$ cat config.mk
export PLATFORM = sky130hd
export DESIGN_NAME = scfd_decoder
export DESIGN_NICKNAME = d
export VERILOG_FILES = /design/src/rtl/scfd_decoder.v
export VERILOG_INCLUDE_DIRS = /design/src /design/src/rtl
export SDC_FILE = /design/constraint.sdc
export NUM_CORES = 1
export LEC_CHECK = 0
export ABC_AREA = 1
export BUFFER_PORTS_ARGS = -buffer_cell sky130_fd_sc_hd__buf_2
export CORE_ASPECT_RATIO = 1.25
export CORE_MARGIN = 8
export CORE_UTILIZATION = 40
export DETAILED_ROUTE_END_ITERATION = 10
export MAX_ROUTING_LAYER = met4
export PLACE_DENSITY = 0.62
export REMOVE_ABC_BUFFERS = 1
export SLEW_MARGIN = 20
export SYNTH_ARGS = -nofsm -noshare
export SYNTH_HDL_FRONTEND = slang
export SYNTH_SLANG_ARGS = --single-unit
$ cat constraint.sdc
create_clock -name clock -period 4.6 [get_ports clock]
set_input_delay 0.23 -clock clock [delete_from_list [all_inputs] [get_ports clock]]
set_output_delay 0.23 -clock clock [all_outputs]
set_load 0.01 [all_outputs]
$ cat src/rtl/scfd_regs.vh
// Constants for the serial command frame decoder: frame fields, register
// addresses, field positions and reset values. Definitions only.
`ifndef SCFD_REGS_VH
`define SCFD_REGS_VH

`define SCFD_FRAME_BITS 5'h10
`define SCFD_CLASS_HI 15
`define SCFD_CLASS_LO 14
`define SCFD_ADDR_HI 13
`define SCFD_ADDR_LO 9
`define SCFD_PARITY_BIT 8
`define SCFD_SUB_BIT 7

`define SCFD_CLASS_READ 2'h0
`define SCFD_CLASS_WRITE 2'h1
`define SCFD_CLASS_RSVD 2'h2
`define SCFD_CLASS_FLAGS 2'h3

`define SCFD_ADDR_MONITOR 5'h00
`define SCFD_ADDR_SCRATCH_A 5'h01
`define SCFD_ADDR_SCRATCH_D 5'h04
`define SCFD_ADDR_MISC_INIT 5'h08

`define SCFD_MON_SRC_HI 7
`define SCFD_MON_SRC_LO 5
`define SCFD_MON_LOAD_BIT 4
`define SCFD_MON_ATT_BIT 3
`define SCFD_MON_WMASK 8'hF8
`define SCFD_MON_RESET 8'h00
`define SCFD_SCRATCH_RESET 8'h00
`define SCFD_MISC_RESET 8'h00
`define SCFD_MISC_PARITY_BIT 6

`define SCFD_SRC_OFF 3'h0
`define SCFD_SRC_REG_CURRENT 3'h1
`define SCFD_SRC_REFERENCE 3'h2
`define SCFD_SRC_TEMP 3'h3
`define SCFD_SRC_IO0 3'h4
`define SCFD_SRC_IO1 3'h5
`define SCFD_SRC_SUPPLY 3'h6
`define SCFD_SRC_SENSE 3'h7

`endif

$ cat src/rtl/scfd_decoder.v
// Serial command frame decoder: 16-bit frames from the host, analog monitor
// select, scratch bytes and the parity enable in the miscellaneous init byte.
// Assumes SPI mode 0 (sample on rising, shift on falling) with a link clock
// well below the 20 MHz core clock; power and mode inputs share the core clock.
//
// Function
// - Frame: class in bits 15-14, address 13-9, parity/next bit 8, payload 7-0.
// - Class 00 with bit 8 set, bits 6-0 zero reads status and register bits.
// - Class 00 read with bit 7 set returns status and identity/I-O state byte.
// - Class 01 writes payload to register; answer is status plus extended status.
// - Class 11 returns status plus flags of the addressed register.
// - Flag read: bit 7 low gives lower group, high gives upper group.
// - Parity covers write frames only, over bits 15-9 and 7-0.
// - Parity is checked only when misc init bit 6 is set.
// - Monitor: source bits 7-5, load resistor bit 4, gain/atten bit 3, rest zero.
// - Source codes: off, current, reference, temperature, io0, io1, supply, sense.
// - Monitor clears on power-on reset, regulator off, or non-normal mode.
// - Load resistor bit 1 connects internal resistor; 0 leaves it open.
// - Gain/atten bit acts only for io0 or io1 source: 0 gain, 1 attenuation.
// - Address 0 monitor, 1 to 4 scratch bytes, 8 misc init.
// - Regulator off: monitor access ignored and register reset.
`timescale 1ns/10ps
`include "scfd_regs.vh"

module scfd_decoder (
  input wire clock,
  input wire rst,
  input wire spi_sclk,
  input wire spi_cs_n,
  input wire spi_mosi,
  output wire spi_miso,
  output wire spi_miso_oe,
  input wire [7:0] status_fixed,
  input wire [7:0] status_extended,
  input wire [7:0] device_info,
  input wire [7:0] flags_lower,
  input wire [7:0] flags_upper,
  output wire [4:0] flag_addr,
  input wire can_reg_on,
  input wire mode_normal,
  output reg [2:0] monitor_source_sel,
  output reg internal_load_resistor_en,
  output reg monitor_io_gain_en,
  output reg monitor_io_atten_en,
  output reg [7:0] monitor_select_value,
  output reg parity_en,
  output reg frame_done,
  output reg frame_rejected
);

  // One two-flop synchroniser per pin, then one more stage on link clock and frame select for edge detection.
  // Bit order: 0 link clock, 1 frame select, 2 host data
  localparam [2:0] PIN_IDLE = 3'b010;
  wire [2:0] pin_raw = {spi_mosi, spi_cs_n, spi_sclk};
  wire [2:0] pin_sync;
  genvar g;

  generate
    for (g = 0; g < 3; g = g + 1) begin : gen_pin_sync
      reg [1:0] sync_reg;
      // Reset to the idle level of each pin so no false edge follows reset
      always @(posedge clock) begin
        if (rst) begin
          sync_reg <= {2{PIN_IDLE[g]}};
        end else begin
          sync_reg <= {sync_reg[0], pin_raw[g]};
        end
      end
      assign pin_sync[g] = sync_reg[1];
    end
  endgenerate

  wire sclk_sync = pin_sync[0];
  wire cs_sync = pin_sync[1];
  wire mosi_sync = pin_sync[2];
  reg sclk_last_reg;
  reg cs_last_reg;

  // Previous synchronised levels; only the second flop of the link clock and frame select pins feeds these
  always @(posedge clock) begin
    if (rst) begin
      sclk_last_reg <= 1'b0;
      cs_last_reg <= 1'b1;
    end else begin
      sclk_last_reg <= sclk_sync;
      cs_last_reg <= cs_sync;
    end
  end

  // Edges are seen about three core clocks after the pin moves, so the link
  // clock half period must stay at four core clocks or more
  wire sclk_rise = sclk_sync & ~sclk_last_reg;
  wire sclk_fall = ~sclk_sync & sclk_last_reg;
  wire cs_active = ~cs_sync;
  wire frame_start = ~cs_sync & cs_last_reg;
  wire frame_end = cs_sync & ~cs_last_reg;

  reg [15:0] rx_reg;
  reg [15:0] tx_reg;
  reg [15:0] resp_reg;
  reg [4:0] bit_cnt_reg;
  reg miso_oe_reg;

  reg [7:0] monitor_reg;
  reg [7:0] misc_init_reg;
  reg [7:0] scratch_mem [0:3];

  assign spi_miso = tx_reg[15];
  assign spi_miso_oe = miso_oe_reg;
  assign flag_addr = rx_reg[`SCFD_ADDR_HI:`SCFD_ADDR_LO];

  // Frame field decode
  wire [1:0] cmd_class = rx_reg[`SCFD_CLASS_HI:`SCFD_CLASS_LO];
  wire [4:0] cmd_addr = rx_reg[`SCFD_ADDR_HI:`SCFD_ADDR_LO];
  wire cmd_next = rx_reg[`SCFD_PARITY_BIT];
  wire cmd_sub = rx_reg[`SCFD_SUB_BIT];
  wire [7:0] cmd_data = rx_reg[7:0];
  wire full_frame = (bit_cnt_reg == `SCFD_FRAME_BITS);
  wire is_monitor = (cmd_addr == `SCFD_ADDR_MONITOR);
  wire is_misc = (cmd_addr == `SCFD_ADDR_MISC_INIT);
  wire is_scratch = (cmd_addr >= `SCFD_ADDR_SCRATCH_A) &&
                    (cmd_addr <= `SCFD_ADDR_SCRATCH_D);
  wire [4:0] scratch_off = cmd_addr - `SCFD_ADDR_SCRATCH_A;
  wire [1:0] scratch_idx = scratch_off[1:0];
  wire [3:0] scratch_hit = 4'h1 << scratch_idx;

  // Command class decode
  wire cls_read = (cmd_class == `SCFD_CLASS_READ);
  wire cls_write = (cmd_class == `SCFD_CLASS_WRITE);
  wire cls_rsvd = (cmd_class == `SCFD_CLASS_RSVD);
  wire cls_flags = (cmd_class == `SCFD_CLASS_FLAGS);

  // Odd total weight over all sixteen bits means bit 8 completes the count
  // over bits 15-9 and 7-0 to odd, as the host must send it
  wire parity_odd = ^rx_reg;
  wire parity_ok = ~misc_init_reg[`SCFD_MISC_PARITY_BIT] | parity_odd;
  wire read_ok = cmd_next && (cmd_data[6:0] == 7'h00);
  wire monitor_hold = ~can_reg_on | ~mode_normal;

  // A write executes only at the end of a complete frame; bits past the
  // sixteenth are not counted, so an over-long frame still executes
  wire do_write = frame_end && full_frame && cls_write && parity_ok;
  wire bad_frame = frame_end && (~full_frame || cls_rsvd ||
                   (cls_read && ~read_ok) ||
                   (cls_write && ~parity_ok));
  wire flag_frame = cls_flags && full_frame;

  // Control bits of the addressed register for a read-back.
  // Unmapped addresses read back as zero rather than holding the bus value
  reg [7:0] reg_readback;
  always @* begin
    reg_readback = 8'h00;
    if (is_monitor) begin
      reg_readback = can_reg_on ? monitor_reg : 8'h00;
    end else if (is_scratch) begin
      reg_readback = scratch_mem[scratch_idx];
    end else if (is_misc) begin
      reg_readback = misc_init_reg;
    end
  end

  // Answer to this frame; shifted out during the next frame
  reg [15:0] resp_next;
  always @* begin
    resp_next = resp_reg;
    case (cmd_class)
      `SCFD_CLASS_READ: begin
        if (read_ok) begin
          if (cmd_sub) begin
            resp_next = {status_fixed, device_info};
          end else begin
            resp_next = {status_fixed, reg_readback};
          end
        end
      end
      `SCFD_CLASS_WRITE: begin
        resp_next = {status_fixed, status_extended};
      end
      `SCFD_CLASS_FLAGS: begin
        if (cmd_sub) begin
          resp_next = {status_fixed, flags_upper};
        end else begin
          resp_next = {status_fixed, flags_lower};
        end
      end
      default: begin
        resp_next = resp_reg;
      end
    endcase
  end

  // Shift engine: a short frame is counted but never executed.
  // The answer is loaded at the start of the next frame, so the host sees the
  // result of the previous command; a short, reserved-class or bad read frame
  // leaves the answer before it. This trades one frame of
  // latency for no timing path from the last bit to the first answer bit
  always @(posedge clock) begin
    if (rst) begin
      rx_reg <= 16'h0000;
      tx_reg <= 16'h0000;
      resp_reg <= 16'h0000;
      bit_cnt_reg <= 5'h00;
      miso_oe_reg <= 1'b0;
      frame_done <= 1'b0;
      frame_rejected <= 1'b0;
    end else begin
      frame_done <= frame_end & full_frame;
      frame_rejected <= bad_frame;
      if (frame_start) begin
        tx_reg <= resp_reg;
        bit_cnt_reg <= 5'h00;
        miso_oe_reg <= 1'b1;
      end else if (cs_active) begin
        if (sclk_rise && !full_frame) begin
          rx_reg <= {rx_reg[14:0], mosi_sync};
          bit_cnt_reg <= bit_cnt_reg + 5'h01;
        end
        if (sclk_fall) begin
          tx_reg <= {tx_reg[14:0], 1'b0};
        end
      end
      if (frame_end) begin
        miso_oe_reg <= 1'b0;
        if (full_frame) begin
          resp_reg <= resp_next;
        end
      end
    end
  end

  // Register file. The monitor clear condition wins over a write in the
  // same cycle, so a write while the regulator is off is simply lost
  always @(posedge clock) begin
    if (rst) begin
      monitor_reg <= `SCFD_MON_RESET;
      misc_init_reg <= `SCFD_MISC_RESET;
    end else begin
      if (monitor_hold) begin
        monitor_reg <= `SCFD_MON_RESET;
      end else if (do_write && is_monitor) begin
        monitor_reg <= cmd_data & `SCFD_MON_WMASK;
      end
      if (do_write && is_misc) begin
        misc_init_reg <= cmd_data;
      end
    end
  end

  // Scratch bytes, one write port per entry; flag reads never touch them
  generate
    for (g = 0; g < 4; g = g + 1) begin : gen_scratch
      always @(posedge clock) begin
        if (rst) begin
          scratch_mem[g] <= `SCFD_SCRATCH_RESET;
        end else if (do_write && is_scratch && scratch_hit[g] && !flag_frame) begin
          scratch_mem[g] <= cmd_data;
        end
      end
    end
  endgenerate

  // Decoded monitor controls, registered so they change together
  wire [2:0] src_now = monitor_reg[`SCFD_MON_SRC_HI:`SCFD_MON_SRC_LO];
  wire src_is_io = (src_now == `SCFD_SRC_IO0) || (src_now == `SCFD_SRC_IO1);

  always @(posedge clock) begin
    if (rst) begin
      monitor_source_sel <= `SCFD_SRC_OFF;
      internal_load_resistor_en <= 1'b0;
      monitor_io_gain_en <= 1'b0;
      monitor_io_atten_en <= 1'b0;
      monitor_select_value <= `SCFD_MON_RESET;
      parity_en <= 1'b0;
    end else begin
      monitor_source_sel <= src_now;
      internal_load_resistor_en <= monitor_reg[`SCFD_MON_LOAD_BIT];
      monitor_io_gain_en <= src_is_io & ~monitor_reg[`SCFD_MON_ATT_BIT];
      monitor_io_atten_en <= src_is_io & monitor_reg[`SCFD_MON_ATT_BIT];
      monitor_select_value <= monitor_reg;
      parity_en <= misc_init_reg[`SCFD_MISC_PARITY_BIT];
    end
  end

endmodule

* After elaboration in Yosys (flattened, before gate mapping) *
Memory sizes are Yosys's and may differ from the RTL's.
Index checks and enable logic that the tools add are counted.

word-level totals
  memories kept = 1
  output and inout port bits = 24
  RAM bits = 32
  word-level logic and storage cells = 129
  flip-flop bits (word level) = 89
  bits of input ports = 47

memory list
  memory       words  width  read ports  clocked after Yosys merged registers in  wr ports  line                RTL
  scratch_mem  4      8      1           0                                        4         scfd_decoder.v:106  reg [7:0] scratch_mem [0:3];

operators by class
  shift-type cells = 1
  eq/ne operators = 9
  bitwise logic cells = 25
  mux-type cells = 29
  reduce and logical (&&, ||, !) cells = 40
  order comparisons = 2
  add/sub/neg operators = 2

operator list
  cell                                                                number
  two-way mux 8 bit                                                   10
  two-way mux 16 bit                                                  4
  case mux 16 bit (3 select lines)                                    1
  logical AND 1 bit                                                   21
  parity 16 bit                                                       1
  two-way mux 1 bit                                                   14
  inverter 1 bit                                                      12
  bitwise AND 1 bit                                                   7
  logical NOT 7 bit                                                   1
  equality test 3 bit (second input constant)                         2
  bitwise OR 1 bit                                                    6
  OR reduction 2 bit                                                  3
  adder 5 x 1 -> 5 bit (second input constant)                        1
  equality test 5 x 4 -> 1 bit (second input constant)                1
  equality test 5 bit (second input constant)                         1
  greater-or-equal comparator 5 x 1 -> 1 bit (second input constant)  1
  <= comparator 5 x 3 -> 1 bit (second input constant)                1
  logical NOT 5 bit                                                   1
  equality test 2 bit (second input constant)                         2
  logical OR 1 bit                                                    4
  != test 2 x 1 -> 1 bit (second input constant)                      2
  AND reduction 2 bit                                                 2
  AND reduction 4 bit                                                 1
  << shifter 1 x 2 -> 4 bit (first input constant)                    1
  other kinds (7)                                                     8

* Depth between registers and ports, before layout *
Gate-level depths: netlist of the first run.

  depth in word-level cells = 12
  mapped depth = 17
  depth with buffers taken out = 16

* Least setup slack after synthesis of the first run *
No wires, ideal clock.

  path kind = flip-flop to flip-flop
  from = register rx_reg[9]
  to = memory scratch_mem[0][0], enable pin
  path slack = 2.343 ns
  arrival time = 1.928 ns
  clock period less this slack = 2.257 ns
  cell stages (with the launch flop) = 11
  cells stage by stage = dfxtp_1 buf_4 clkinv_1 buf_2 ha_1 nand2_1 o21ai_0 nand2_2 inv_1 nand4_2 nand2_1

RTL lines
  what                    line                RTL
  start, declared         scfd_decoder.v:98   reg [15:0] rx_reg;
  start signal, assigned  scfd_decoder.v:215  rx_reg <= {rx_reg[14:0], mosi_sync};
  end, declared           scfd_decoder.v:106

==> metrics.md, run 1 <==
| Metric | Value |
|---|---|
| Status | complete, no violations |
| #FFs+latches synth | 117 |
| Peak VDD IR | 0.000264 V |
| Layout cells sized above 1 | 16.2% |
| Die H | 149 um |
| H-tree Lvls | 4 |
| Slew @ Worst Pin | 0.904 ns |
| Post-synthesis cell area | 0.00563 sq mm |
| Largest net degree at the start of global routing | 51 |
| Ys flop type | dfxtp_1 |
| Final clock skew | 0.00777 ns |
| Detailed Place HPWL | 10.4 mm |
| Count of final setup violators | 0 |
| Max-slew headroom | 39.6% |
| Post-CTS setup buffers | 0 |
| First-pass GRT wire length | 23.3 mm |
| Max reg flops | 32 |
| PortBufs | 67 |
| Fin crit share | 69.7% |
| Top area cells in the synthesized netlist | dfxtp_1, edfxtp_1, nand2_1 |
| Gr usage total | 16.7% |
| Reg clk slew, reported paths | 0.05 ns |
| Critical path class | reg2reg |
| Max Clk Rate | 0.312 GHz |
| # hold bufs at CTS | 1 |
| Power density cells | 383 mW/mm^2 |
| Die area | 0.0181 sq mm |
| Placed Cells | 921 |
| Final-stage net count | 830 |
| Cell count after synthesis | 721 |
| CTS tree | done |
| FFs w/ async S/R, synth | 0% |
| Top post-synthesis cells by count | nand2_1, nor2_1, o21ai_0 |
| I/O pin count | 71 |
| Synth area leader | dfxtp_1 |
| RePlAce Congestion | 0.927 |
| Post-cts resize count | 0 |
| Number of global-route vias before repair | 4809 |
| CP Launch Point | rx_reg[9]$_SDFFE_PP0P_ |
| Worst Hold Class | in2reg |
| Initial core utilization | 40.9% |
| Yosys top cell area share | 30.2% |
| Most flop-heavy register | scratch_mem |
| Finished Layout Cells | 954 |
| Maxcap violations | 0 |
| Final hold vios | 0 |
| Detailed Route Iter0 Violations | 367 |
| Vias per inst | 5.12 |
| Number of CTS-inserted buffers | 17 |
| # fillers | 1330 |
| FF-to-FF Start | rx_reg[9]$_SDFFE_PP0P_ |
| Leakage power figure | 2.92 nW |
| Setup TNS | 0 ns |
| Crit path time final | 3.21 ns |
| CORE AREA | 0.0138 sq mm |
| CP arrival | 3.29 ns |
| Clock Sink Count | 117 |
| Post-synthesis sequential area ratio | 47.3% |
| Drt drc | 0 |
| Syn. warnings | 0 |
| Final WL | 14.6 mm |
| Post-synthesis cell type count | 39 |
| EDFF count, synth | 32 |
| Number of antenna repair diodes | 0 |
| Critical Path RT | 4.69 ns |
| CP max FO | 23 |
| Antenna-violating nets left | 0 |
| Global route overflow | 0 |
| Critical path capture point type | flop |
| Clk Tree Root Cell | clkbuf_16 |
| Cell Rows | 48 |
| P&R area growth vs syn | 16.8% |
| Vias | 4883 |
| Syn Area/Cell | 7.80 sq um |
| Max Buffers Root-to-Sink | 2 |
| Clock latency on the worst-skew pair | 0.41 ns |
| Die W | 122 um |
| Hold path startpoint | spi_sclk |
| Count leader, synth | nand2_1 |
| Pins Over Slew Limit | 0 |
| DR WL/cell | 15.3 um |
| Initial antenna violation count | 0 |
| Drt first pass iters | 5 |
| CP Launch Type | flop |
| RSZ-0062 raised after global routing | no |
[layer usage]
metal,track usage (%),up-vias,share of wire (%)
met5,-,-,0
met4,6.84,0,2.3
met3,4.48,30,7.8
met2,28.7,186,50
met1,17.8,2218,40
li1,-,2449,-
[layout by cell type (no fill, tap or decap), drive strengths merged]
cell / instances
nand2: 143
nor2: 114
o21ai: 96
dfxtp: 85
buf: 68
inv: 65
nor3: 33
a21oi: 32
edfxtp: 32
clkbuf: 20
ha: 17
a31oi: 16
nand3: 16
nand4: 8
clkinv: 6
o21bai: 5
or2: 3
conb: 3
bufinv: 3
xnor2: 2
nor4: 2
clkinvlp: 2
nand3b: 1
xor2: 1
and2: 1
a22oi: 1
o211ai: 1
nor3b: 1
a211oi: 1
dlygate4sd3: 1
[layout make-up]
class	instances	area, sq um	share of cell area (%)
Sequential cell	117	2660	40.5
Clock inverter	12	150	2.29
Clock buffer	20	458	6.97
Multi-Input combinational cell	497	2480	37.8
Inverter	64	243	3.69
Tap cell	175	219	3.33
Timing Repair Buffer	69	353	5.37
[where the power goes]
group	total, W	internal (W)	switching, W
Combinational	0.0000802	0.0000283	0.0000519
Sequential	0.00108	0.00108	0.00000826
Clock	0.00135	0.000883	0.000467
[worst max-delay path: stages (launching register included)]
cell and delay (ns):
dfxtp_1 0.77, clkinv_1 0.60, ha_1 0.40, nand2_1 0.08
o21ai_0 0.09, nand2_2 0.24, inv_1 0.20, nand4_2 0.23
nand2_1 0.26
[metrics by stage]
| step | setup slack, ns | util [%] | power, W | hold WS [ns] | instance area, sq um |
|---|---|---|---|---|---|
| 2_1_floorplan | 1.91 | - | 0.00114 | 0.299 | 5390 |
| 3_3_place_gp | 1.57 | 43.3 | 0.00118 | 0.394 | 5950 |
| 3_5_place_dp | 1.46 | 43.3 | 0.00118 | 0.392 | 5950 |
| 4_1_cts | 1.45 | 47.8 | 0.00253 | 0.0208 | 6570 |
| 5_1_grt | 1.01 | 47.8 | 0.00259 | 0.0312 | 6570 |
| 6_report | 1.39 | 47.8 | 0.00251 | 0.0267 | 6570 |
[final timing paths]
| path | end | slack (ns) | depth (start not counted) |
|---|---|---|---|
| max | scratch_mem[3][2]$_SDFFCE_PN0P_ | 1.39 | 8 |
| min reg2reg | gen_pin_sync[2].sync_reg[1]$_SDFF_PP0_ | 0.40 | 2 |
| max reg2reg | scratch_mem[3][2]$_SDFFCE_PN0P_ | 1.39 | 8 |
| min | gen_pin_sync[0].sync_reg[0]$_SDFF_PP0_ | 0.03 | 3 |
[kinds of logic after synthesis]
family                   Yosys count  share of synthesized area, %
AND/OR/NAND/NOR                  322                          25.5
AO/OA/AOI/OAI                    152                          14.2
flip-flops                       117                          47.3
buffers and inverters            109                          8.63
adder cells (fa/ha/maj)           17                          3.78
XOR/XNOR                           3                         0.467
other                              1                        0.0667
(Power assumes the default switching activity.)
==> run 2, diff against run 1 <==
--- a/config.mk
+++ b/config.mk
@@ -6,7 +6,7 @@
 export SDC_FILE = /design/constraint.sdc
 export NUM_CORES = 1
 export LEC_CHECK = 0
-export ABC_AREA = 1
+export ABC_AREA = 0
 export BUFFER_PORTS_ARGS = -buffer_cell sky130_fd_sc_hd__buf_2
 export CORE_ASPECT_RATIO = 1.25
 export CORE_MARGIN = 8
==> constraint.sdc (replaced) <==
create_clock -name clock -period 3.2 [get_ports clock]
set_input_delay 0.16 -clock clock [delete_from_list [all_inputs] [get_ports clock]]
set_output_delay 0.16 -clock clock [all_outputs]
set_load 0.01 [all_outputs]
==> metrics.md, run 2 <==
| Metric | Value |
|---|---|
| Status | complete, no violations |
| RePlAce Congestion | 0.801 |
| EDFF count, synth | 32 |
| Post-synthesis sequential area ratio | 47.2% |
| Final Cell Area | 0.00676 sq mm |
| Syn Area/Cell | 10.7 sq um |
| Post-Place Cell Area | 0.00606 sq mm |
| Detailed Route Iter0 Violations | 254 |
| Antenna-violating nets left | 0 |
| Top post-synthesis cells by count | dfxtp_1, nor2_1, mux2i_1 |
| I/O pin count | 71 |
| Power density cells | 524 mW/mm^2 |
| Detailed Place HPWL | 9.61 mm |
| PortBufs | 67 |
| Adder-Cell Fraction of Synth Area | 3.77% |
| Critical path capture point type | flop |
| CORE AREA | 0.0138 sq mm |
| Share of total power in sequential cells | 44.4% |
| Vias per inst | 5.07 |
| Max Clk Rate | 0.333 GHz |
| Drt first pass iters | 5 |
| Maxcap violations | 0 |
| Max Buffers Root-to-Sink | 2 |
| Switching pwr | 0.000764 W |
| Vias | 3972 |
| Largest net degree at the start of global routing | 40 |
| Initial core utilization | 40.8% |
| DR WL/cell | 17.0 um |
| Die W | 122 um |
| Crit path time final | 3.00 ns |
| Sw frac | 21.6% |
| H-tree Lvls | 4 |
| Int Power | 0.00278 W |
| Commonest non-fill, non-tap cell in the layout | dfxtp_1 |
| Final WL | 13.3 mm |
| Cell Rows | 48 |
| Share of power burned in combinational logic | 3.6% |
| First-pass GRT wire length | 21.6 mm |
| Final clock skew | 0.0106 ns |
| Initial antenna violation count | 0 |
| Layout cells sized above 1 | 24.0% |
| Max reg flops | 32 |
| Largest family of logic cells by synthesized area | simple AND/OR/NAND/NOR gates |
| Number of global-route vias before repair | 4155 |
| Finished Layout Cells | 784 |
| Post-CTS setup buffers | 0 |
| Final hold vios | 0 |
| Slew @ Worst Pin | 0.616 ns |
| Setup TNS | 0 ns |
| Die H | 149 um |
| Final-stage net count | 660 |
| Critical Path RT | 3.28 ns |
| Number of CTS-inserted buffers | 17 |
| Clock network power share | 52.0% |
| FFs w/ async S/R, synth | 0% |
| Most frequent cells in the layout | dfxtp_1, buf_2, nor2_1 |
| RSZ-0062 raised after global routing | no |
| Placed Cells | 741 |
| Top area cells in the synthesized netlist | dfxtp_1, edfxtp_1, mux2i_1 |
| Post-synthesis cell area | 0.00564 sq mm |
| Most flop-heavy register | scratch_mem |
| Reg clk slew, reported paths | 0.05 ns |
| Ys flop type | dfxtp_1 |
| Leakage power figure | 2.74 nW |
| Gr usage total | 15.9% |
| Yosys top cell area share | 30.2% |
| #FFs+latches synth | 117 |
| CP Launch Type | flop |
| Post-synthesis cell type count | 53 |
| Clock Sink Count | 117 |
| Post-synthesis mux area share | 14.2% |
| CTS tree | done |
| Number of antenna repair diodes | 0 |
| Clock latency on the worst-skew pair | 0.42 ns |
| Synth Area in Simple Gates | 15.8% |
| CP max FO | 9 |
| CP arrival | 3.09 ns |
| Fin crit share | 93.9% |
| Pins Over Slew Limit | 0 |
| Cell count after synthesis | 527 |
| Critical path class | reg2reg |
| Compound-Gate Fraction of Synth Area | 10.5% |
| Max-slew headroom | 58.9% |
| Syn. warnings | 0 |
| Clk Tree Root Cell | clkbuf_16 |
| Drt drc | 0 |
| Xor and xnor area share after synthesis | 2.24% |
| P&R area growth vs syn | 19.9% |
| Die area | 0.0182 sq mm |
| Synth area leader | dfxtp_1 |
| Worst Hold Class | in2reg |
| Total chip power | 0.00354 W |
| Count of final setup violators | 0 |
| Count leader, synth | dfxtp_1 |
| Global route overflow | 0 |
| Peak VDD IR | 0.000368 V |
## run 2: per-stage QoR
step	hold WS, ns	utilization [%]	setup WS [ns]
5_1_grt	0.0519	48.9	0.0212
3_3_place_gp	0.345	43.9	0.315
2_1_floorplan	0.227	-	0.517
4_1_cts	0.0246	48.9	0.127
6_report	0.0357	48.9	0.196
3_5_place_dp	0.349	43.9	0.184
## run 2: critical path, cell delays in order, from the launching register on
cell	delay, ns
dfxtp_1	0.52
inv_1	0.09
ha_1	0.29
xor2_1	0.15
xnor3_1	0.45
xnor2_2	0.32
nor2_1	0.11
nor3b_2	0.35
a21o_1	0.37
## run 2: final cells by class
type	instances	area (sq um)
Tap cell	175	219
Fill cell	1237	7060
Sequential cell	117	2660
Timing Repair Buffer	90	536
Clock buffer	23	526
Clock inverter	9	61.3
Inverter	30	113
Multi-Input combinational cell	340	2640
## run 2: power groups by stage
stage	clock network [W]	logic [W]	registers, W
2_1_floorplan	0	0.0000586	0.00160
3_3_place_gp	0	0.000116	0.00160
3_5_place_dp	0	0.000118	0.00160
4_1_cts	0.00188	0.000129	0.00157
5_1_grt	0.00194	0.000142	0.00157
6_report	0.00184	0.000128	0.00157
## run 2: worst paths after layout
kind | startpoint | to | slack (ns) | depth (start not counted)
max | rx_reg[3]$_SDFFE_PP0P_ | scratch_mem[3][6]$_SDFFCE_PN0P_ | 0.20 | 8
min | device_info[2] | resp_reg[2]$_SDFFE_PP0P_ | 0.04 | 3
max reg2reg | rx_reg[3]$_SDFFE_PP0P_ | scratch_mem[3][6]$_SDFFCE_PN0P_ | 0.20 | 8
min reg2reg | gen_pin_sync[1].sync_reg[0]$_SDFF_PP1_ | gen_pin_sync[1].sync_reg[1]$_SDFF_PP1_ | 0.44 | 1
## run 2: metal layers
metal  up-vias  wire length (um)  GRT usage, %
li1       1979                 -             -
met1      1895              5670          17.9
met2        86              6810          26.4
met3        12               650          4.21
met4         0               157          5.80
met5         -                 0             -
## run 2: timing repair
| item | CTS | global route |
|---|---|---|
| gates resized for setup | 0 | 1 |
| hold buffers | 11 | 0 |
| hold endpoints to repair | 11 | 0 |
| endpoints found under the setup margin | 0 | 8 |
## run 2: logic make-up after synthesis
group,after synthesis
compound gates,79
xor+xnor,12
fa+ha+maj,17
buf+inv,72
flops,117
mux,69
other cells,1
simple gates,160
